## config.mk

```make
export PLATFORM = sky130hd
export DESIGN_NAME = dbtc_top
export DESIGN_NICKNAME = d
export VERILOG_FILES = /design/src/dbtc_pkg.sv /design/src/dbtc_top.sv
export SDC_FILE = /design/constraint.sdc
export NUM_CORES = 1
export LEC_CHECK = 0
export ABC_AREA = 1
export BUFFER_PORTS_ARGS = -buffer_cell sky130_fd_sc_hd__buf_2
export CAP_MARGIN = 20
export CORE_ASPECT_RATIO = 0.9
export CORE_MARGIN = 10
export CORE_UTILIZATION = 45
export DETAILED_ROUTE_END_ITERATION = 10
export MAX_ROUTING_LAYER = met4
export PLACE_DENSITY = 0.65
export SYNTH_ARGS = -nofsm -noshare
export SYNTH_HDL_FRONTEND = slang
export SYNTH_SLANG_ARGS = --single-unit
```

## constraint.sdc

```tcl
create_clock -name core_clk_in -period 3.67 [get_ports core_clk_in]
set_input_delay 0.367 -clock core_clk_in [delete_from_list [all_inputs] [get_ports core_clk_in]]
set_output_delay 0.367 -clock core_clk_in [all_outputs]
set_load 0.01 [all_outputs]
```

## src/dbtc_pkg.sv

```systemverilog
// dbtc_pkg: constants, register map and carriers of the dual byte timer.
// assumes an AXI4-Lite master and 8-bit registers on one-word slots.
//
// Behaviour
// - prescaler steps each cycle, stops in standby
// - prescaler pulses when count equals match value
// - prescaler restarts on pulse or match write
// - low counter counts only when run set
// - low clock: prescaler pulse or external event
// - high counter counts only when run set
// - high clock: prescaler pulse or low carry
// - half cleared when stopped or on match
// - match against buffers, sixteen bits chained
// - mode 0: two prescaler timers
// - mode 1: low counts events, high timer
// - mode 2: one sixteen bit prescaler timer
// - mode 3: one sixteen bit event counter
// - byte modes: low sources capture low counter
// - byte modes: high sources capture high counter
// - sixteen bit: high sources capture both halves
// - enabled half requests interrupt once per period
// - count source: interrupt d or interrupt c
// - interrupt e capture masks the pin source
// - mode from sixteen bit and external bits
// - buffer tracks register stopped, reloads on match
// - match sets flag, software clears it
// - sixteen bit: both flags set together
package dbtc_pkg;

  // ---------------------------------------------------------------
  // register indices (byte address is four times the index)
  // ---------------------------------------------------------------
  localparam logic [15:0] IDX_TIMER_CONTROL   = 16'hFE10;
  localparam logic [15:0] IDX_PRESCALER_MATCH = 16'hFE11;
  localparam logic [15:0] IDX_LOW_COUNTER     = 16'hFE12;
  localparam logic [15:0] IDX_HIGH_COUNTER    = 16'hFE13;
  localparam logic [15:0] IDX_LOW_MATCH       = 16'hFE14;
  localparam logic [15:0] IDX_HIGH_MATCH      = 16'hFE15;
  localparam logic [15:0] IDX_LOW_CAPTURE     = 16'hFE16;
  localparam logic [15:0] IDX_HIGH_CAPTURE    = 16'hFE17;
  localparam logic [15:0] IDX_INPUT_SELECT    = 16'hFE18;

  // ---------------------------------------------------------------
  // reset values
  // ---------------------------------------------------------------
  localparam logic [7:0] RST_BYTE = 8'h00;

  // ---------------------------------------------------------------
  // bus answers
  // ---------------------------------------------------------------
  localparam logic [1:0] RESP_OKAY   = 2'h0;
  localparam logic [1:0] RESP_SLVERR = 2'h2;

  // ---------------------------------------------------------------
  // timing: prescaler step is one cycle clock of 5 ns
  // ---------------------------------------------------------------
  localparam int CLK_PERIOD_PS  = 5000;
  localparam int PRE_STEP_PS    = 5000;
  localparam int PRE_STEP_CYC   = PRE_STEP_PS / CLK_PERIOD_PS;

  // ---------------------------------------------------------------
  // carriers: field order equals bit order, msb first
  // ---------------------------------------------------------------
  typedef struct packed {
    logic high_run_bit;               // bit 7
    logic low_run_bit;                // bit 6
    logic sixteen_bit_mode_bit;       // bit 5
    logic external_clock_select_bit;  // bit 4
    logic high_match_flag;            // bit 3
    logic high_interrupt_enable;      // bit 2
    logic low_match_flag;             // bit 1
    logic low_interrupt_enable;       // bit 0
  } dbtc_ctrl_s;

  typedef struct packed {
    logic [2:0] unused;               // bits 7..5, read zero
    logic       high_cap_use_e;       // bit 4
    logic       low_cap_use_e;        // bit 3
    logic       high_cap_pin_b;       // bit 2: 1 int b, 0 int d
    logic       low_cap_pin_a;        // bit 1: 1 int a, 0 int c
    logic       count_input_select_bit; // bit 0: 1 int d, 0 int c
  } dbtc_isel_s;

  // detection strobes from the pin detectors
  typedef struct packed {
    logic ext_interrupt_a;
    logic ext_interrupt_b;
    logic ext_interrupt_c;
    logic ext_interrupt_d;
    logic ext_interrupt_e;
    logic port2_pin0;
    logic port2_pin1;
  } dbtc_det_s;

  // operating mode, named for readability
  typedef enum logic [1:0] {
    DBTC_MODE_TWO_TIMERS  = 2'b00,
    DBTC_MODE_TIMER_EVENT = 2'b01,
    DBTC_MODE_LONG_TIMER  = 2'b10,
    DBTC_MODE_LONG_EVENT  = 2'b11
  } dbtc_mode_e;

endpackage : dbtc_pkg

```

## src/dbtc_top.sv

```systemverilog
// dbtc_top: 16-bit timer/counter split in two byte halves with capture.
// assumes detection strobes already synchronous, one per detected event,
// and an AXI4-Lite master keeping to one write and one read at a time.
module dbtc_top
  import dbtc_pkg::*;
#(
  parameter int AXI_ADDR_W = 18    // holds four times the top index
) (
  input  wire logic                  core_clk_in,
  input  wire logic                  rst_n_in,
  // system state
  input  wire logic                  standby_in,
  // detection strobes
  input  wire dbtc_det_s             det_in,
  // axi4-lite write address
  input  wire logic [AXI_ADDR_W-1:0] s_axi_awaddr_in,
  input  wire logic                  s_axi_awvalid_in,
  output      logic                  s_axi_awready_out,
  // axi4-lite write data
  input  wire logic [31:0]           s_axi_wdata_in,
  input  wire logic [3:0]            s_axi_wstrb_in,
  input  wire logic                  s_axi_wvalid_in,
  output      logic                  s_axi_wready_out,
  // axi4-lite write response
  output      logic [1:0]            s_axi_bresp_out,
  output      logic                  s_axi_bvalid_out,
  input  wire logic                  s_axi_bready_in,
  // axi4-lite read address
  input  wire logic [AXI_ADDR_W-1:0] s_axi_araddr_in,
  input  wire logic                  s_axi_arvalid_in,
  output      logic                  s_axi_arready_out,
  // axi4-lite read data
  output      logic [31:0]           s_axi_rdata_out,
  output      logic [1:0]            s_axi_rresp_out,
  output      logic                  s_axi_rvalid_out,
  input  wire logic                  s_axi_rready_in,
  // interrupt requests
  output      logic                  low_irq_out,
  output      logic                  high_irq_out,
  // operating mode, for observation
  output      dbtc_mode_e            mode_out
);

  // ---------------------------------------------------------------
  // elaboration check
  // ---------------------------------------------------------------
  // the index field is addr[17:2]; a narrower bus cannot reach it
  if (AXI_ADDR_W < 18) begin : g_addr_chk
    $error("dbtc_top: AXI_ADDR_W must be at least 18");
  end

  // ---------------------------------------------------------------
  // declarations
  // ---------------------------------------------------------------
  // bus side
  logic                  aw_full_q, aw_full_d;  // address held
  logic                  w_full_q, w_full_d;    // data held
  logic [15:0]           aw_idx_q, aw_idx_d;    // held index
  logic [7:0]            w_byte_q, w_byte_d;    // held low byte
  logic                  w_lane_q, w_lane_d;    // lane 0 strobe
  logic                  bvalid_q, bvalid_d;
  logic [1:0]            bresp_q, bresp_d;
  logic                  rvalid_q, rvalid_d;
  logic [1:0]            rresp_q, rresp_d;
  logic [31:0]           rdata_q, rdata_d;
  logic                  do_write;              // write commits
  logic                  wr_hit;                // index mapped
  logic [15:0]           ar_idx;                // read index
  logic [7:0]            rd_byte;               // read mux out
  logic                  rd_hit;

  // software registers
  dbtc_ctrl_s            ctrl_q, ctrl_d;        // timer_control
  dbtc_isel_s            isel_q, isel_d;        // input select
  logic [7:0]            prr_q, prr_d;          // prescaler_match
  logic [7:0]            lmr_q, lmr_d;          // low_match_register
  logic [7:0]            hmr_q, hmr_d;          // high_match_register

  // counting state
  logic [7:0]            pre_q, pre_d;          // prescaler count
  logic [7:0]            low_q, low_d;          // low_counter
  logic [7:0]            high_q, high_d;        // high_counter
  logic [7:0]            lbuf_q, lbuf_d;        // low match buffer
  logic [7:0]            hbuf_q, hbuf_d;        // high match buffer
  logic [7:0]            lcap_q, lcap_d;        // low_capture_register
  logic [7:0]            hcap_q, hcap_d;        // high_capture_register

  // combinational strobes
  logic                  prr_wr;                // prescaler match write
  logic                  ctrl_wr;               // control write
  logic                  pre_match;             // prescaler pulse
  logic                  ext_event;             // selected event
  logic                  low_tick;              // low count clock
  logic                  high_tick;             // high count clock
  logic                  low_match;             // low match pulse
  logic                  high_match;            // high match pulse
  logic                  long_match;            // 16-bit match
  logic                  low_carry;             // low wraps into high
  logic                  low_cap_ev;            // low capture strobe
  logic                  high_cap_ev;           // high capture strobe
  logic                  low_pin_src;           // low pin source
  logic                  high_pin_src;          // high pin source

  // ---------------------------------------------------------------
  // bus: next values
  // ---------------------------------------------------------------
  // address and data are held independently so the master may offer
  // them in either order; the commit waits for both and for the
  // previous response to be gone, which gives the back-pressure
  always_comb begin
    aw_full_d = aw_full_q;
    w_full_d  = w_full_q;
    aw_idx_d  = aw_idx_q;
    w_byte_d  = w_byte_q;
    w_lane_d  = w_lane_q;
    bvalid_d  = bvalid_q;
    bresp_d   = bresp_q;
    rvalid_d  = rvalid_q;
    rresp_d   = rresp_q;
    rdata_d   = rdata_q;
    do_write  = aw_full_q && w_full_q && !bvalid_q;
    // take the write address
    if (s_axi_awvalid_in && s_axi_awready_out) begin
      aw_full_d = 1'b1;
      aw_idx_d  = s_axi_awaddr_in[17:2];
    end
    // take the write data; only lane 0 carries a register
    if (s_axi_wvalid_in && s_axi_wready_out) begin
      w_full_d = 1'b1;
      w_byte_d = s_axi_wdata_in[7:0];
      w_lane_d = s_axi_wstrb_in[0];
    end
    // commit and answer
    if (do_write) begin
      aw_full_d = 1'b0;
      w_full_d  = 1'b0;
      bvalid_d  = 1'b1;
      bresp_d   = wr_hit ? RESP_OKAY : RESP_SLVERR;
    end else if (bvalid_q && s_axi_bready_in) begin
      bvalid_d = 1'b0;
    end
    // read: data is registered one cycle after the address is taken
    if (s_axi_arvalid_in && s_axi_arready_out) begin
      rvalid_d = 1'b1;
      rresp_d  = rd_hit ? RESP_OKAY : RESP_SLVERR;
      rdata_d  = {24'h000000, rd_byte};
    end else if (rvalid_q && s_axi_rready_in) begin
      rvalid_d = 1'b0;
    end
  end

  // ---------------------------------------------------------------
  // bus: registers
  // ---------------------------------------------------------------
  always_ff @(posedge core_clk_in) begin
    if (!rst_n_in) begin
      aw_full_q <= 1'b0;
      w_full_q  <= 1'b0;
      aw_idx_q  <= 16'h0000;
      w_byte_q  <= RST_BYTE;
      w_lane_q  <= 1'b0;
      bvalid_q  <= 1'b0;
      bresp_q   <= RESP_OKAY;
      rvalid_q  <= 1'b0;
      rresp_q   <= RESP_OKAY;
      rdata_q   <= 32'h00000000;
    end else begin
      aw_full_q <= aw_full_d;
      w_full_q  <= w_full_d;
      aw_idx_q  <= aw_idx_d;
      w_byte_q  <= w_byte_d;
      w_lane_q  <= w_lane_d;
      bvalid_q  <= bvalid_d;
      bresp_q   <= bresp_d;
      rvalid_q  <= rvalid_d;
      rresp_q   <= rresp_d;
      rdata_q   <= rdata_d;
    end
  end

  // handshake outputs
  assign s_axi_awready_out = !aw_full_q;
  assign s_axi_wready_out  = !w_full_q;
  assign s_axi_arready_out = !rvalid_q;
  assign s_axi_bvalid_out  = bvalid_q;
  assign s_axi_bresp_out   = bresp_q;
  assign s_axi_rvalid_out  = rvalid_q;
  assign s_axi_rresp_out   = rresp_q;
  assign s_axi_rdata_out   = rdata_q;

  // ---------------------------------------------------------------
  // address decode
  // ---------------------------------------------------------------
  // upper address bits above bit 17 are not decoded and alias
  always_comb begin
    case (aw_idx_q)
      IDX_TIMER_CONTROL, IDX_PRESCALER_MATCH, IDX_LOW_COUNTER,
      IDX_HIGH_COUNTER, IDX_LOW_MATCH, IDX_HIGH_MATCH,
      IDX_LOW_CAPTURE, IDX_HIGH_CAPTURE,
      IDX_INPUT_SELECT: wr_hit = 1'b1;
      default:          wr_hit = 1'b0;
    endcase
  end

  // read mux: plain selection, no side effect on any state
  assign ar_idx = s_axi_araddr_in[17:2];
  always_comb begin
    rd_hit  = 1'b1;
    rd_byte = 8'h00;
    case (ar_idx)
      IDX_TIMER_CONTROL:   rd_byte = ctrl_q;
      IDX_PRESCALER_MATCH: rd_byte = prr_q;
      IDX_LOW_COUNTER:     rd_byte = low_q;
      IDX_HIGH_COUNTER:    rd_byte = high_q;
      IDX_LOW_MATCH:       rd_byte = lmr_q;
      IDX_HIGH_MATCH:      rd_byte = hmr_q;
      IDX_LOW_CAPTURE:     rd_byte = lcap_q;
      IDX_HIGH_CAPTURE:    rd_byte = hcap_q;
      IDX_INPUT_SELECT:    rd_byte = isel_q;
      default:             rd_hit  = 1'b0;
    endcase
  end

  // write strobes that other logic needs to see
  assign ctrl_wr = do_write && w_lane_q && (aw_idx_q == IDX_TIMER_CONTROL);
  assign prr_wr  = do_write && w_lane_q
                   && (aw_idx_q == IDX_PRESCALER_MATCH);

  // ---------------------------------------------------------------
  // event selection
  // ---------------------------------------------------------------
  // detections are single-cycle strobes from the detectors; a level
  // detector simply strobes every cycle
  assign ext_event = isel_q.count_input_select_bit
                     ? det_in.ext_interrupt_d
                     : det_in.ext_interrupt_c;

  // an interrupt e assignment takes over the pin path
  assign low_pin_src = isel_q.low_cap_use_e ? det_in.ext_interrupt_e
                     : (isel_q.low_cap_pin_a ? det_in.ext_interrupt_a
                                             : det_in.ext_interrupt_c);
  assign high_pin_src = isel_q.high_cap_use_e ? det_in.ext_interrupt_e
                      : (isel_q.high_cap_pin_b ? det_in.ext_interrupt_b
                                               : det_in.ext_interrupt_d);

  assign low_cap_ev  = low_pin_src || det_in.port2_pin0
                       || det_in.port2_pin1;
  assign high_cap_ev = high_pin_src || det_in.port2_pin0
                       || det_in.port2_pin1;

  // ---------------------------------------------------------------
  // count clocks and match pulses
  // ---------------------------------------------------------------
  // mode is simply the two control bits side by side
  assign mode_out = dbtc_mode_e'({ctrl_q.sixteen_bit_mode_bit,
                                  ctrl_q.external_clock_select_bit});

  // prescaler pulse; none while the standby freezes it
  assign pre_match = !standby_in && (pre_q == prr_q);

  // low clock: prescaler in modes 0/2, events in modes 1/3
  assign low_tick = ctrl_q.external_clock_select_bit
                    ? ext_event : pre_match;

  // chained match needs all sixteen bits and both halves running
  assign long_match = ctrl_q.low_run_bit && ctrl_q.high_run_bit
                      && low_tick
                      && ({high_q, low_q} == {hbuf_q, lbuf_q});

  // in 16-bit mode the low half wraps at its top into the high half
  assign low_carry = ctrl_q.low_run_bit && low_tick && (low_q == 8'hFF);

  // high clock: prescaler, or the low half's wrap when chained
  assign high_tick = ctrl_q.sixteen_bit_mode_bit
                     ? low_carry : pre_match;

  always_comb begin
    if (ctrl_q.sixteen_bit_mode_bit) begin
      low_match  = long_match;
      high_match = long_match;
    end else begin
      low_match  = ctrl_q.low_run_bit && low_tick
                   && (low_q == lbuf_q);
      high_match = ctrl_q.high_run_bit && high_tick
                   && (high_q == hbuf_q);
    end
  end

  // ---------------------------------------------------------------
  // registers and counters: next values
  // ---------------------------------------------------------------
  always_comb begin
    ctrl_d = ctrl_q;
    isel_d = isel_q;
    prr_d  = prr_q;
    lmr_d  = lmr_q;
    hmr_d  = hmr_q;
    // software writes, low byte lane only
    if (do_write && w_lane_q) begin
      case (aw_idx_q)
        IDX_TIMER_CONTROL:   ctrl_d = w_byte_q;
        IDX_PRESCALER_MATCH: prr_d  = w_byte_q;
        IDX_LOW_MATCH:       lmr_d  = w_byte_q;
        IDX_HIGH_MATCH:      hmr_d  = w_byte_q;
        IDX_INPUT_SELECT:    isel_d = {3'h0, w_byte_q[4:0]};
        default:             ctrl_d = ctrl_q;
      endcase
    end
    // flags: a match in the cycle of a clearing write still sets
    if (low_match) begin
      ctrl_d.low_match_flag = 1'b1;
    end
    if (high_match) begin
      ctrl_d.high_match_flag = 1'b1;
    end

    // prescaler: frozen in standby, restarts on pulse or write
    if (prr_wr || pre_match) begin
      pre_d = 8'h00;
    end else if (standby_in) begin
      pre_d = pre_q;
    end else begin
      pre_d = pre_q + 8'h01;
    end

    // low half
    if (!ctrl_q.low_run_bit) begin
      low_d = 8'h00;
    end else if (low_match) begin
      low_d = 8'h00;
    end else if (low_tick) begin
      low_d = low_q + 8'h01;
    end else begin
      low_d = low_q;
    end

    // high half
    if (!ctrl_q.high_run_bit) begin
      high_d = 8'h00;
    end else if (high_match) begin
      high_d = 8'h00;
    end else if (high_tick) begin
      high_d = high_q + 8'h01;
    end else begin
      high_d = high_q;
    end

    // match buffers: follow the register while stopped, else reload
    // only at a match so a new value never cuts a period short
    if (!ctrl_q.low_run_bit || low_match) begin
      lbuf_d = lmr_q;
    end else begin
      lbuf_d = lbuf_q;
    end
    if (!ctrl_q.high_run_bit || high_match) begin
      hbuf_d = hmr_q;
    end else begin
      hbuf_d = hbuf_q;
    end

    // captures hold until the next capture strobe
    lcap_d = lcap_q;
    hcap_d = hcap_q;
    if (ctrl_q.sixteen_bit_mode_bit) begin
      if (high_cap_ev) begin
        lcap_d = low_q;
        hcap_d = high_q;
      end
    end else begin
      if (low_cap_ev) begin
        lcap_d = low_q;
      end
      if (high_cap_ev) begin
        hcap_d = high_q;
      end
    end
  end

  // ---------------------------------------------------------------
  // registers and counters: registers
  // ---------------------------------------------------------------
  always_ff @(posedge core_clk_in) begin
    if (!rst_n_in) begin
      ctrl_q <= RST_BYTE;
      isel_q <= RST_BYTE;
      prr_q  <= RST_BYTE;
      lmr_q  <= RST_BYTE;
      hmr_q  <= RST_BYTE;
      pre_q  <= RST_BYTE;
      low_q  <= RST_BYTE;
      high_q <= RST_BYTE;
      lbuf_q <= RST_BYTE;
      hbuf_q <= RST_BYTE;
      lcap_q <= RST_BYTE;
      hcap_q <= RST_BYTE;
    end else begin
      ctrl_q <= ctrl_d;
      isel_q <= isel_d;
      prr_q  <= prr_d;
      lmr_q  <= lmr_d;
      hmr_q  <= hmr_d;
      pre_q  <= pre_d;
      low_q  <= low_d;
      high_q <= high_d;
      lbuf_q <= lbuf_d;
      hbuf_q <= hbuf_d;
      lcap_q <= lcap_d;
      hcap_q <= hcap_d;
    end
  end

  // ---------------------------------------------------------------
  // interrupt requests
  // ---------------------------------------------------------------
  // level requests from flag and enable flops; the flag is set once
  // per period and stays until software clears it
  assign low_irq_out  = ctrl_q.low_match_flag
                        && ctrl_q.low_interrupt_enable;
  assign high_irq_out = ctrl_q.high_match_flag
                        && ctrl_q.high_interrupt_enable;

endmodule // dbtc_top

```

Word-level counts from Yosys, hierarchy flattened
Cells that the tools add are included.

Bits in registers: 134. Bits in latches: 0. Bits in writable memories: 0. ROM bits: 0. Output and inout bits: 45. Word-level logic and storage cells: 143. Memories: 0.

$add $sub $neg: 3. Multipliers: 0. Div/mod/pow operators: 0. Order comparisons: 0. Equality and inequality tests: 24. Shifts and indexed selects: 0. Mux-type cells: 25. Bitwise logic cells: 3. Reductions and logical operators: 55.

Operator list (count): $eq A16 B16 Y1 const B (18); $pmux W8 S9 (1); $add A8 B1 Y8 const B (3); $eq A8 B8 Y1 (3); $mux W8 (3); $logic_and A1 B1 Y1 (20); $reduce_or A9 Y1 (2); $mux W1 (17); $eq A16 B16 Y1 (1); $reduce_and A2 Y1 (8); $reduce_bool A2 Y1 (7); $eq A8 B8 Y1 const B (1); $mux W4 (2); $logic_not A1 Y1 (7); $logic_or A1 B1 Y1 (7); $reduce_or A3 Y1 (2); $mux W2 (2); $reduce_or A2 Y1 (2); $not A1 Y1 (3); $ne A2 B1 Y1 const B (1).

Logic depth before layout (Yosys ltp)
Gate-level depths: netlist of the first run.

Word-level depth: 11. Mapped depth: 14. Depth with buffers taken out: 13.

Least setup slack after synthesis of the first run
Ideal clock, no wire load.

Path type: register to register. Start point: register low_q[0]. End point: register high_q[5]. Arrival: 1.397 ns. Data required time: 3.552 ns. Setup slack: 2.155 ns. Stages on the path, launching flop included: 12. Buffers on the path: 1. Cells stage by stage: dfxtp_1 > ha_1 > nand2_1 > inv_1 > nand3_1 > nor3_1 > nand3_2 > nand2_2 > buf_6 > nand2_1 > nand2_1 > a21oi_2.

Word-level cells in the longest chain between the ends: 7. Elaborated cells on any way between the ends: 9. Those cells by class: 2 x eq/ne; 2 x mux; 5 x reduce/logical.

Ends and longest elaborated chain: start: declaration (RTL line dbtc_top.sv:81) `logic [7:0] low_q, low_d;`; start signal: assignment (RTL line dbtc_top.sv:403) `low_q <= low_d;`; $eq A8 B8 Y1 (RTL line dbtc_top.sv:271) `assign low_carry = ctrl_q.low_run_bit && low_tick && (low_q == 8'hFF);`; $logic_and A1 B1 Y1 (RTL line dbtc_top.sv:271); $mux W1 (RTL line dbtc_top.sv:275) `? low_carry : pre_match;`; $logic_and A1 B1 Y1 (RTL line dbtc_top.sv:284) `high_match = ctrl_q.high_run_bit && high_tick`; $logic_and A1 B1 Y1 (RTL line dbtc_top.sv:285) `&& (high_q == hbuf_q);`; $mux W1 (RTL line dbtc_top.sv:278) `if (ctrl_q.sixteen_bit_mode_bit) begin`; $reduce_or A3 Y1 (no line); end signal: assignment (RTL line dbtc_top.sv:404) `high_q <= high_d;`; end: declaration (RTL line dbtc_top.sv:82) `logic [7:0] high_q, high_d;`.

Parallel ways exist; a longest one is shown, timed or not. A chain may end at the register's enable or synchronous reset.

Final worst setup path of the first run
Start point: register high_q[1]. End point: register low_q[4].

Word-level cells in the longest chain between the ends: 4.

Ends and longest elaborated chain: $eq A16 B16 Y1 (RTL line dbtc_top.sv:268) `&& ({high_q, low_q} == {hbuf_q, lbuf_q});`; $logic_and A1 B1 Y1 (RTL line dbtc_top.sv:268); $mux W1 (RTL line dbtc_top.sv:278); $reduce_or A3 Y1 (no line).

No other way between the ends.

==> results of run 1 <==
==> final cells by class <==
class	count	share of cell area, %
Clock buffer	19	5.78
Clock inverter	13	2.14
Inverter	127	6.09
Multi-Input combinational cell	666	43.8
Sequential cell	132	33.7
Tap cell	198	3.16
Timing Repair Buffer	80	5.30
==> metrics by stage <==
step           total power, µW  utilization (%)  instances  hold slack, ns  worst slack [ns]
6_report                  3490             52.9       1235           0.156              1.41
5_1_grt                   3600             52.9       1235           0.161              1.15
4_1_cts                   3510             52.9       1235           0.148              1.42
3_5_place_dp              1730             48.7       1203           0.450              1.19
3_3_place_gp              1720             48.7       1203           0.445              1.23
2_1_floorplan             1680                -        988           0.425              2.16
==> synth_stat cells, types with 4 or more instances <==
| cell | number |
|---|---|
| nand2_1 | 157 |
| dfxtp_1 | 132 |
| inv_1 | 103 |
| a21oi_1 | 101 |
| o21ai_0 | 99 |
| nor2_1 | 90 |
| nand3_1 | 73 |
| buf_4 | 30 |
| nand4_1 | 22 |
| clkbuf_1 | 19 |
| inv_2 | 13 |
| clkinv_1 | 11 |
| xor2_1 | 9 |
| o21ai_1 | 8 |
| nand2_2 | 7 |
| nor3_1 | 7 |
| nand3_2 | 6 |
| nor3_4 | 6 |
| xnor2_1 | 6 |
| a211oi_1 | 5 |
| buf_2 | 5 |
| buf_6 | 5 |
| nor2_4 | 5 |
| and3_1 | 4 |
==> power groups by stage <==
| stage | Clock, µW | Sequential, µW | Combinational [µW] |
|---|---|---|---|
| floorplan | 0 | 1510 | 164 |
| global placement | 0 | 1510 | 209 |
| detailed placement | 0 | 1510 | 212 |
| CTS | 1820 | 1480 | 212 |
| global route | 1880 | 1490 | 242 |
| finish | 1790 | 1480 | 213 |
==> worst max-delay path, delay by kind of cell (launching register included) <==
kind	cells	cell delay [ns]
compound gates	1	0.10
simple gates	7	1.45
flops	1	0.40
buf+inv	1	0.18
==> cell families (layout without fill, tap and decap cells) <==
kind of cell | count (synthesis) | in the layout | share of synthesized area, %
adders and majority gates | 3 | 3 | 0.548
DFF | 132 | 132 | 38.6
other | 1 | 26 | 0.0548
xor gates and xnor gates | 15 | 15 | 1.92
and+or+nand+nor | 398 | 398 | 29.2
buffers and inverters | 190 | 239 | 12.7
AOI/OAI and AO/OA | 224 | 224 | 17.0
==> flip-flops by register name (all words and copies together) (netlist names) <==
signal	flops
aw_idx_q	16
hbuf_q	8
hcap_q	8
high_q	8
hmr_q	8
lbuf_q	8
lcap_q	8
lmr_q	8
low_q	8
pre_q	8
prr_q	8
s_axi_rdata_out	8
w_byte_q	8
ctrl_q	6
isel_q	5
mode_out	2
aw_full_q	1
s_axi_bresp_out	1
s_axi_bvalid_out	1
s_axi_rresp_out	1
s_axi_rvalid_out	1
w_full_q	1
w_lane_q	1
==> worst max-delay path by stage <==
stage	from	to	depth (start not counted)
floorplan	low_q[0]$_SDFFE_PP0P_	high_q[5]$_SDFFE_PP0P_	11
global placement	s_axi_araddr_in[9]	s_axi_rdata_out[6]$_SDFFE_PN0P_	10
detailed placement	s_axi_araddr_in[9]	s_axi_rdata_out[7]$_SDFFE_PN0P_	10
CTS	high_q[1]$_SDFFE_PP0P_	low_q[4]$_SDFFE_PP0P_	9
global route	high_q[1]$_SDFFE_PP0P_	low_q[4]$_SDFFE_PP0P_	9
finish	high_q[1]$_SDFFE_PP0P_	low_q[4]$_SDFFE_PP0P_	9
==> routing by layer <==
metal  vias to the layer above  part of all wire (%)  track usage (%)
li1                       3233                     -                -
met2                       213                    42             26.6
met4                         0                   1.5             5.61
met3                        25                   7.8             4.79
met1                      2857                    48             26.4
met5                         -                     0                -
==> key figures, run 1 <==
Run status
  • Status: completed

Worst setup path
  • Setup CP Type: reg2reg
  • Worst-path cell chain: inv_1 -> nand2_1 -> o21ai_0 -> nor3_1 -> nand3_1 -> nand2_1 -> nand4_2 -> nand3_1 -> nor3b_1
  • Crit-path max cell delay: 0.45 ns
  • Slowest stage cell, crit path: nand3_1
  • CP Max Fanout: 11
  • R2r setup slk: 1.41 ns
  • Crit start category: flip-flop
  • Critical Path AT: about 2.6 ns
  • Critical path data required time: roughly 4.0 ns
  • RR Startpoint: high_q[1]$_SDFFE_PP0P_
  • Worst r2r dst: low_q[4]$_SDFFE_PP0P_
  • R2R depth: 9
  • CP endpoint kind: flip-flop

Yosys
  • Seq cells post-synth: 132
  • Post-Synthesis Cell Area: 0.00685 mm²
  • Gate Count Post-Synth: between 900 and 1k
  • Synthesized area per cell: between 7 and 8 µm²
  • Synth cell types: 47
  • Share of the synthesized area in the top cell type: roughly 39%
  • Area leader, netlist: dfxtp_1
  • Yosys warns: 0
  • Fraction of registers with async set/reset: 0%
  • Post-synthesis sequential area ratio: around two fifths
  • EDFF count, synth: 0
  • Synth area leaders: dfxtp_1, nand2_1, a21oi_1
  • Post-synth top flop: dfxtp_1

Drt
  • Detailed Routing Iterations Pass 1: 6
  • WL/cell: 15.3 µm
  • Post-DRT Antenna Nets: 0
  • Vias: ~6.3k
  • DRC viols: 0
  • Vias/cell: between 5 and 6
  • Routed wire length: between 15,000 and 20,000 µm
  • Initial DRC Count: 616

Power and ir drop
  • Pwr Density: 446 mW/mm²
  • Clock power frac: between 50% and 60%
  • Sequential Power Share: 42.5%
  • Peak supply drop: 350 µV
  • Pint: 2650 µW
  • Lkg Pwr: between 0.003 and 0.004 µW
  • Switching power: ~850 µW
  • Sw frac: 24.2%
  • Comb power frac: 6.1%

Final layout
  • Fraction of layout cells with a size suffix above 1: 16.3%
  • NumNets Final: between 1k and 1.5k
  • Commonest non-fill, non-tap cells in the layout: nand2_1, dfxtp_1, inv_1, a21oi_1, o21ai_0
  • Multi-input gate area: about 0.0034 mm²
  • Filler Cell Count: approximately 1.5k
  • Post-route cell area: 0.00783 mm²
  • Antenna diodes: 0
  • Reg area: between 0.002 and 0.003 mm²
  • Most common cell after layout, fill and taps aside: nand2_1
  • Area delta synth->final: 14.4%

Clock tree
  • H-tree depth: 4
  • Post-CTS Resized: 0
  • Clk_lat worst skew: approximately 0.43 ns
  • Worst-path clk slew: ~0.060 ns
  • CTS tree: done
  • Postcts setup bufs: 0
  • CTS buffer count: 17
  • Clk Tree Root Cell: clkbuf_16
  • Max clock buf depth: 2
  • Number of hold buffers added after cts: 0
  • Number of clock sinks: 132

Die
  • Starting density of the core: approximately 46%
  • Site row count: 42
  • Core area: about 0.015 mm²
  • Die H: 137 µm
  • Die area: between 0.02 and 0.025 mm²
  • Die width: roughly 150 µm
  • I/O pins: between 100 and 150

Timing
  • Final setup violating endpoints: 0
  • Fin crit share: roughly 60%
  • Fin crit period: 2.26 ns
  • Skew final: 0.00899 ns
  • Fin. Hold Viols: 0
  • Total negative setup slack: 0 ns
  • Fin. max-slew vios: 0
  • Worst slew pin tran: 0.802 ns
  • Highest Clock Rate: between 400 and 500 MHz
  • Relative slew slack: 46.2%
  • RSZ-0062 raised after global routing: no

Job
  • Max-Cap Viols: 0

Placed design
  • Port-buffer cells: 74
  • GP Congestion: 0.963
  • DP Area: around 0.0072 mm²
  • DP HPWL: ~14,000 µm

GRT
  • Initial antenna violation count: 0
  • First-pass GRT wire length: roughly 30,000 µm
  • Total track usage: between 10% and 20%
  • Grt total ovfl: 0
  • Pin count of the biggest net entering global routing: 47
  • Via count of the first global-routing pass: approximately 5.7k

Min path
  • Hold Crit Depth: 3
  • Worst hold endpoint: aw_idx_q[5]$_SDFFE_PN0P_
  • Min-delay worst type: in2reg
  • Worst hold start: s_axi_awaddr_in[7]
No activity file was read; power rests on OpenSTA's default activity.
==> run 2, diff against run 1 <==
clock period = 2.2 ns   (was 3.67 ns; I/O delays follow)
==> run 2 against run 1 <==
  * Clock-buffer cell count down 2
  * Die area did not move
  * Combinational power increased by 69%
  * Register-to-register slack worse by 1.1 ns
  * Via count rose by 0.51%
  * Clock power increased by 47%
  * Setup slack worse by 1.1 ns
  * Core utilization rose by 0.14 points
==> key figures, run 2 (synthesized netlist as in run 1, its figures left out) <==
Run status
  • Status: completed (unchanged)

Power and ir drop
  • Pwr Density: 697 mW/mm² (was 446 mW/mm²)
  • Peak supply drop: 617 µV (was 350 µV)
  • Lkg Pwr: 0.00322 µW (was 0.00321 µW)

Drt
  • Initial DRC Count: 572 (was 616)
  • Detailed Routing Iterations Pass 1: 6 (unchanged)
  • Routed wire length: 18,900 µm (about the same)
  • WL/cell: 15.2 µm (was 15.3 µm)
  • Post-DRT Antenna Nets: 0 (unchanged)
  • DRC viols: 0 (unchanged)
  • Vias: 6,360 (was 6,328)
  • Vias/cell: 5.11 (was 5.12)

Final layout
  • Area delta synth->final: 14.7% (was 14.4%)
  • Util after Layout: 53.0% (was 52.9%)
  • Antenna diodes: 0 (unchanged)
  • Max FFs per register: 16 (unchanged)
  • Commonest non-fill, non-tap cells in the layout: nand2_1, dfxtp_1, inv_1, a21oi_1, o21ai_0 (unchanged)
  • Filler Cell Count: 1,521 (was 1,506)
  • Largest Register: aw_idx_q (unchanged)
  • NumNets Final: 1,123 (was 1,114)
  • Fraction of layout cells with a size suffix above 1: 17.0% (was 16.3%)
  • Most common cell after layout, fill and taps aside: nand2_1 (unchanged)

Worst setup path
  • Critical Path AT: 2.23 ns (was 2.56 ns)
  • Setup CP Type: reg2reg (unchanged)
  • Cell family with most CP delay: simple AND/OR/NAND/NOR gates (unchanged)
  • Slowest stage cell, crit path: dfxtp_1 (was nand3_1)
  • Crit start category: flip-flop (unchanged)
  • Critical path data required time: 2.50 ns (was 3.97 ns)
  • Crit path buf inv count: 2 (was 1)
  • CP endpoint kind: flip-flop (unchanged)
  • Worst-path cell chain: inv_1 -> a21oi_1 -> o21ai_1 -> nand2_4 -> nand3_2 -> nand2_2 -> inv_1 -> nand2_1 -> a21oi_1 (was inv_1 -> nand2_1 -> o21ai_0 -> nor3_1 -> nand3_1 -> nand2_1 -> nand4_2 -> nand3_1 -> nor3b_1)
  • CP Max Fanout: 13 (was 11)
  • Crit-path max cell delay: 0.45 ns (about the same)

Job
  • Max-Cap Viols: 0 (unchanged)

Clock tree
  • Worst-path clk slew: 0.07 ns (was 0.06 ns)
  • Postcts setup bufs: 0 (unchanged)
  • Clk_lat worst skew: 0.42 ns (was 0.43 ns)
  • Post-CTS Resized: 0 (unchanged)
  • CTS buffer count: 17 (unchanged)
  • Number of clock sinks: 132 (unchanged)
  • CTS tree: done (unchanged)
  • Number of hold buffers added after cts: 0 (unchanged)
  • H-tree depth: 4 (unchanged)
  • Max clock buf depth: 2 (unchanged)
  • Clk Tree Root Cell: clkbuf_16 (unchanged)

Timing
  • Skew final: 0.0138 ns (was 0.00899 ns)
  • RSZ-0062 raised after global routing: no (unchanged)
  • Highest Clock Rate: 517 MHz (was 443 MHz)
  • Final setup violating endpoints: 0 (unchanged)
  • Fin crit share: 88.0% (was 61.5%)
  • Fin. Hold Viols: 0 (unchanged)
  • Total negative setup slack: 0 ns (unchanged)
  • Fin crit period: 1.94 ns (was 2.26 ns)
  • Worst slew pin tran: 0.601 ns (was 0.802 ns)
  • Relative slew slack: 59.9% (was 46.2%)
  • Fin. max-slew vios: 0 (unchanged)

Die
  • Starting density of the core: 46.2% (unchanged)
  • Core area: 0.0148 mm² (unchanged)
  • Site row count: 42 (unchanged)
  • Die area: 0.0206 mm² (unchanged)
  • Die H: 137 µm (unchanged)
  • Die width: 150 µm (unchanged)
  • I/O pins: 132 (unchanged)

GRT
  • Initial antenna violation count: 0 (unchanged)
  • Pin count of the biggest net entering global routing: 83 (was 47)
  • Total track usage: 18.8% (was 19.0%)
  • First-pass GRT wire length: 30,000 µm (about the same)
  • Via count of the first global-routing pass: 5,827 (was 5,741)
  • Grt total ovfl: 0 (unchanged)

Placed design
  • Port-buffer cells: 74 (unchanged)
  • DP HPWL: 14,200 µm (about the same)
  • GP Congestion: 1.02 (was 0.963)

Min path
  • Min-delay worst type: in2reg (unchanged)
run 2: worst min-delay path: cells and delay by family:
family	cells	cell delay, ns
buffers and inverters	1	0.07
and+or+nand+nor	2	0.12
run 2: stage by stage:
stage	worst slack [ns]	std cells	cell area, µm²	hold slack [ns]	power, µW
6_report	0.264	1244	7850	0.0192	5470
5_1_grt	0.0959	1244	7850	0.0109	5670
4_1_cts	0.312	1244	7850	0.00275	5520
3_5_place_dp	0.328	1212	7310	0.448	2880
3_3_place_gp	0.333	1212	7310	0.439	2880
2_1_floorplan	0.685	988	6940	0.355	2800
run 2: worst paths after layout:
kind	start	endpoint	slack, ns	depth (start not counted)
worst max-delay path	mode_out[0]$_SDFFE_PN0P_	high_q[1]$_SDFFE_PP0P_	0.26	9
worst min-delay path	s_axi_awaddr_in[15]	aw_idx_q[13]$_SDFFE_PN0P_	0.02	3
worst max register to register	mode_out[0]$_SDFFE_PN0P_	high_q[1]$_SDFFE_PP0P_	0.26	9
worst min register to register	aw_idx_q[4]$_SDFFE_PN0P_	aw_idx_q[4]$_SDFFE_PN0P_	0.46	2
run 2: layer usage:
layer  track usage (%)  vias up  wire length (µm)
li1                  -     3255                 -
met2              26.8      216              8090
met5                 -        -                 0
met3              5.35       23              1490
met1              25.8     2866              9140
met4              4.42        0               205
run 2: cell type report:
cell class	instances	area, µm²	area share, %
clock inverter	15	123	1.56
tap	198	248	3.15
sequential	132	2640	33.6
clock buffer	17	425	5.42
multi-input combinational	666	3430	43.7
inverter	127	477	6.07
timing repair buffer	89	508	6.47
run 2: where the power goes:
part | switching, µW | internal (µW)
registers | 27.7 | 2450
clock network | 1170 | 1470
logic | 249 | 111
==> run 3, diff against run 2 <==
ABC_AREA = not set   (was 1)
PLACE_DENSITY = 0.66   (was 0.65)
==> run 3 against run 2 <==
  * The run now ends with negative setup slack left
  * Combinational power shrank 10%
  * First-iteration DRC count is 14% lower
  * Sequential power barely moved
  * Clock power grew 7%
  * Core utilization up 3.1 points
  * Synthesized area fell by 8.9%
  * Routed wire length shrank 8.2%
  * Critical path depth down 1
  * Clock-buffer cell count is 5 higher
  * Flip-flop and latch count did not move
  * Via count decreased by 15%
  * Critical path type unchanged
==> key figures, run 3 <==
Run status
  • Status: finished, violations left (was completed)
  • Failing checks: negative setup slack

Final layout
  • Area delta synth->final: 21.1% (was 14.7%)
  • Fin cells: 985 (was 1,244)
  • Antenna diodes: 0 (unchanged)
  • Most common cell after layout, fill and taps aside: dfxtp_1 (was nand2_1)
  • Multi-input gate area: 0.00336 mm² (was 0.00343 mm²)
  • Commonest non-fill, non-tap cells in the layout: dfxtp_1, nand2_1, nor2_1, buf_2, mux2i_1 (was nand2_1, dfxtp_1, inv_1, a21oi_1, o21ai_0)
  • Util after Layout: 56.1% (was 53.0%)
  • Filler Cell Count: 1,242 (was 1,521)
  • Largest Register: aw_idx_q (unchanged)
  • Fraction of layout cells with a size suffix above 1: 21.7% (was 17.0%)
  • NumNets Final: 896 (was 1,123)
  • Reg area: 0.00264 mm² (about the same)
  • Max FFs per register: 16 (unchanged)

Die
  • Die width: 144 µm (was 150 µm)
  • I/O pins: 132 (unchanged)
  • Core area: 0.0135 mm² (was 0.0148 mm²)
  • Starting density of the core: 46.3% (was 46.2%)
  • Die area: 0.0190 mm² (was 0.0206 mm²)
  • Site row count: 40 (was 42)
  • Die H: 132 µm (was 137 µm)

Worst setup path
  • Beginning of the critical path: aw_idx_q[5]$_SDFFE_PN0P_ (was mode_out[0]$_SDFFE_PN0P_)
  • Crit path buf inv count: 2 (unchanged)
  • Crit start category: flip-flop (unchanged)
  • Setup CP Type: reg2reg (unchanged)
  • CP Max Fanout: 8 (was 13)
  • RR Startpoint: aw_idx_q[5]$_SDFFE_PN0P_ (was mode_out[0]$_SDFFE_PN0P_)
  • CP endpoint kind: flip-flop (unchanged)
  • Critical path data required time: 2.50 ns (about the same)
  • Cell family with most CP delay: simple AND/OR/NAND/NOR gates (unchanged)
  • Crit-path max cell delay: 0.51 ns (was 0.45 ns)
  • Critical Path AT: 2.59 ns (was 2.23 ns)
  • Slowest stage cell, crit path: or4b_4 (was dfxtp_1)
  • Worst-path cell chain: or4b_4 -> or4_4 -> nor4b_4 -> buf_4 -> nand3_2 -> buf_6 -> nand2_2 -> a21oi_1 (was inv_1 -> a21oi_1 -> o21ai_1 -> nand2_4 -> nand3_2 -> nand2_2 -> inv_1 -> nand2_1 -> a21oi_1)

Placed design
  • DP HPWL: 13,300 µm (was 14,200 µm)
  • Port-buffer cells: 74 (unchanged)
  • DP Worst Slack: -0.178 ns (was 0.328 ns)
  • Placed Cells: 953 (was 1,212)
  • GP Congestion: 0.891 (was 1.02)

Yosys
  • Post-synth top flop: dfxtp_1 (unchanged)
  • Cell with the most instances after synthesis: dfxtp_1 (was nand2_1)
  • Fraction of registers with async set/reset: 0% (unchanged)
  • Synth area leaders: dfxtp_1, mux2i_1, nand2_1 (was dfxtp_1, nand2_1, a21oi_1)
  • Gate Count Post-Synth: 712 (was 963)
  • Seq cells post-synth: 132 (unchanged)
  • Post-synthesis sequential area ratio: 42.4% (was 38.6%)
  • Post-Synthesis Cell Area: 0.00624 mm² (was 0.00685 mm²)
  • Synth cell types: 58 (was 47)
  • Area leader, netlist: dfxtp_1 (unchanged)
  • Yosys warns: 0 (unchanged)
  • Synthesized area per cell: 8.76 µm² (was 7.11 µm²)
  • Post-synth top cells: dfxtp_1, nand2_1, nor2_1 (was nand2_1, dfxtp_1, inv_1)
  • Share of the synthesized area in the top cell type: 42.4% (was 38.6%)
  • EDFF count, synth: 0 (unchanged)

Power and ir drop
  • Pwr Density: 743 mW/mm² (was 697 mW/mm²)
  • Sequential Power Share: 44.1% (was 45.2%)
  • Comb power frac: 5.8% (was 6.6%)
  • Switching power: 1260 µW (was 1450 µW)
  • Clock power frac: 50.2% (was 48.2%)
  • Pint: 4350 µW (was 4020 µW)
  • Total power: 5610 µW (was 5470 µW)
  • Lkg Pwr: 0.00325 µW (was 0.00322 µW)
  • Sw frac: 22.5% (was 26.5%)
  • Peak supply drop: 547 µV (was 617 µV)

Timing
  • Highest Clock Rate: 436 MHz (was 517 MHz)
  • Final setup violating endpoints: 40 (was 0)
  • Fin crit share: 104% (was 88.0%)
  • Total negative setup slack: -2.48 ns (was 0 ns)
  • Worst slew pin tran: 0.559 ns (was 0.601 ns)
  • Fin. max-slew vios: 0 (unchanged)
  • Final worst slack: -0.0917 ns (was 0.264 ns)
  • Fin. Hold Viols: 0 (unchanged)
  • Skew final: 0.00824 ns (was 0.0138 ns)
  • Relative slew slack: 62.7% (was 59.9%)
  • Fin crit period: 2.29 ns (was 1.94 ns)
  • RSZ-0062 raised after global routing: yes (was no)

Job
  • Max-Cap Viols: 0 (unchanged)

Drt
  • WL/cell: 17.6 µm (was 15.2 µm)
  • Vias: 5,395 (was 6,360)
  • Initial DRC Count: 490 (was 572)
  • Detailed Routing Iterations Pass 1: 5 (was 6)
  • Post-DRT Antenna Nets: 0 (unchanged)
  • DRC viols: 0 (unchanged)
  • Vias/cell: 5.48 (was 5.11)
  • Routed wire length: 17,400 µm (was 18,900 µm)

GRT
  • Initial antenna violation count: 0 (unchanged)
  • Total track usage: 19.0% (was 18.8%)
  • Grt total ovfl: 0 (unchanged)
  • Via count of the first global-routing pass: 5,480 (was 5,827)
  • First-pass GRT wire length: 27,900 µm (was 30,000 µm)
  • Pin count of the biggest net entering global routing: 67 (was 83)

Clock tree
  • Clk_lat worst skew: 0.42 ns (about the same)
  • Clk Tree Root Cell: clkbuf_16 (unchanged)
  • CTS buffer count: 17 (unchanged)
  • Worst-path clk slew: 0.06 ns (was 0.07 ns)
  • Max clock buf depth: 2 (unchanged)
  • Number of clock sinks: 132 (unchanged)
  • H-tree depth: 4 (unchanged)
  • CTS tree: done (unchanged)

Min path
  • Min-delay worst type: in2reg (unchanged)
  • Worst hold start: s_axi_awaddr_in[7] (was s_axi_awaddr_in[15])
[run 3: cell type report]
class | count | area share [%]
clock inverter | 8 | 1.32
tap | 168 | 2.78
timing repair buffer | 116 | 9.47
sequential | 132 | 35.0
inverter | 7 | 0.348
clock buffer | 22 | 6.54
multi-input combinational | 532 | 44.5
[run 3: what timing repair did]
action	in CTS	in global routing
hold buffers	1	0
pin swaps	3	6
resized for setup	9	12
setup endpoints to repair	40	64
buffers inserted	1	0
endpoints found under the hold margin	1	0
[run 3: logic make-up after synthesis]
group / Yosys count / share of synthesized area, %
other: 1 / 0.0601
flip-flops: 132 / 42.4
AO/OA/AOI/OAI: 96 / 9.77
multiplexers: 76 / 13.3
adder cells (fa/ha/maj): 3 / 0.602
AND/OR/NAND/NOR: 286 / 21.3
XOR/XNOR: 45 / 6.32
buffers and inverters: 73 / 6.32
[run 3: power groups by stage]
stage / clock [µW] / sequential, µW / combinational [µW]
final: 2820 / 2470 / 324
after global routing: 2970 / 2480 / 356
after CTS: 2850 / 2470 / 319
after detailed placement: 0 / 2520 / 312
after global placement: 0 / 2520 / 302
after floorplan: 0 / 2510 / 231
[run 3: final timing paths]
path              slack [ns]  depth (start not counted)                               to
setup reg to reg       -0.09                          8            hmr_q[2]$_SDFFE_PN0P_
hold reg to reg         0.45                          2  s_axi_rdata_out[7]$_SDFFE_PN0P_
hold / removal          0.03                          3         aw_idx_q[5]$_SDFFE_PN0P_
setup / recovery       -0.09                          8            hmr_q[2]$_SDFFE_PN0P_
[run 3: worst min-delay path: stages]
cell and delay (ns):
buf_2 0.09, nand2_1 0.04, a21oi_1 0.05
[run 3: per-layer routing]
layer	vias up	wire, µm	track usage, %
met4	0	291	6.75
met2	175	7790	27.6
met3	29	1370	4.68
met5	-	0	-
li1	2600	-	-
met1	2591	7910	25.0
[run 3: metrics by stage]
| step | hold WS (ns) | cell area, µm² |
|---|---|---|
| finish | 0.0275 | 7550 |
| global route | 0.0290 | 7550 |
| CTS | 0.0279 | 7510 |
| detailed placement | 0.407 | 6860 |
| global placement | 0.405 | 6860 |
| floorplan | 0.319 | 6340 |
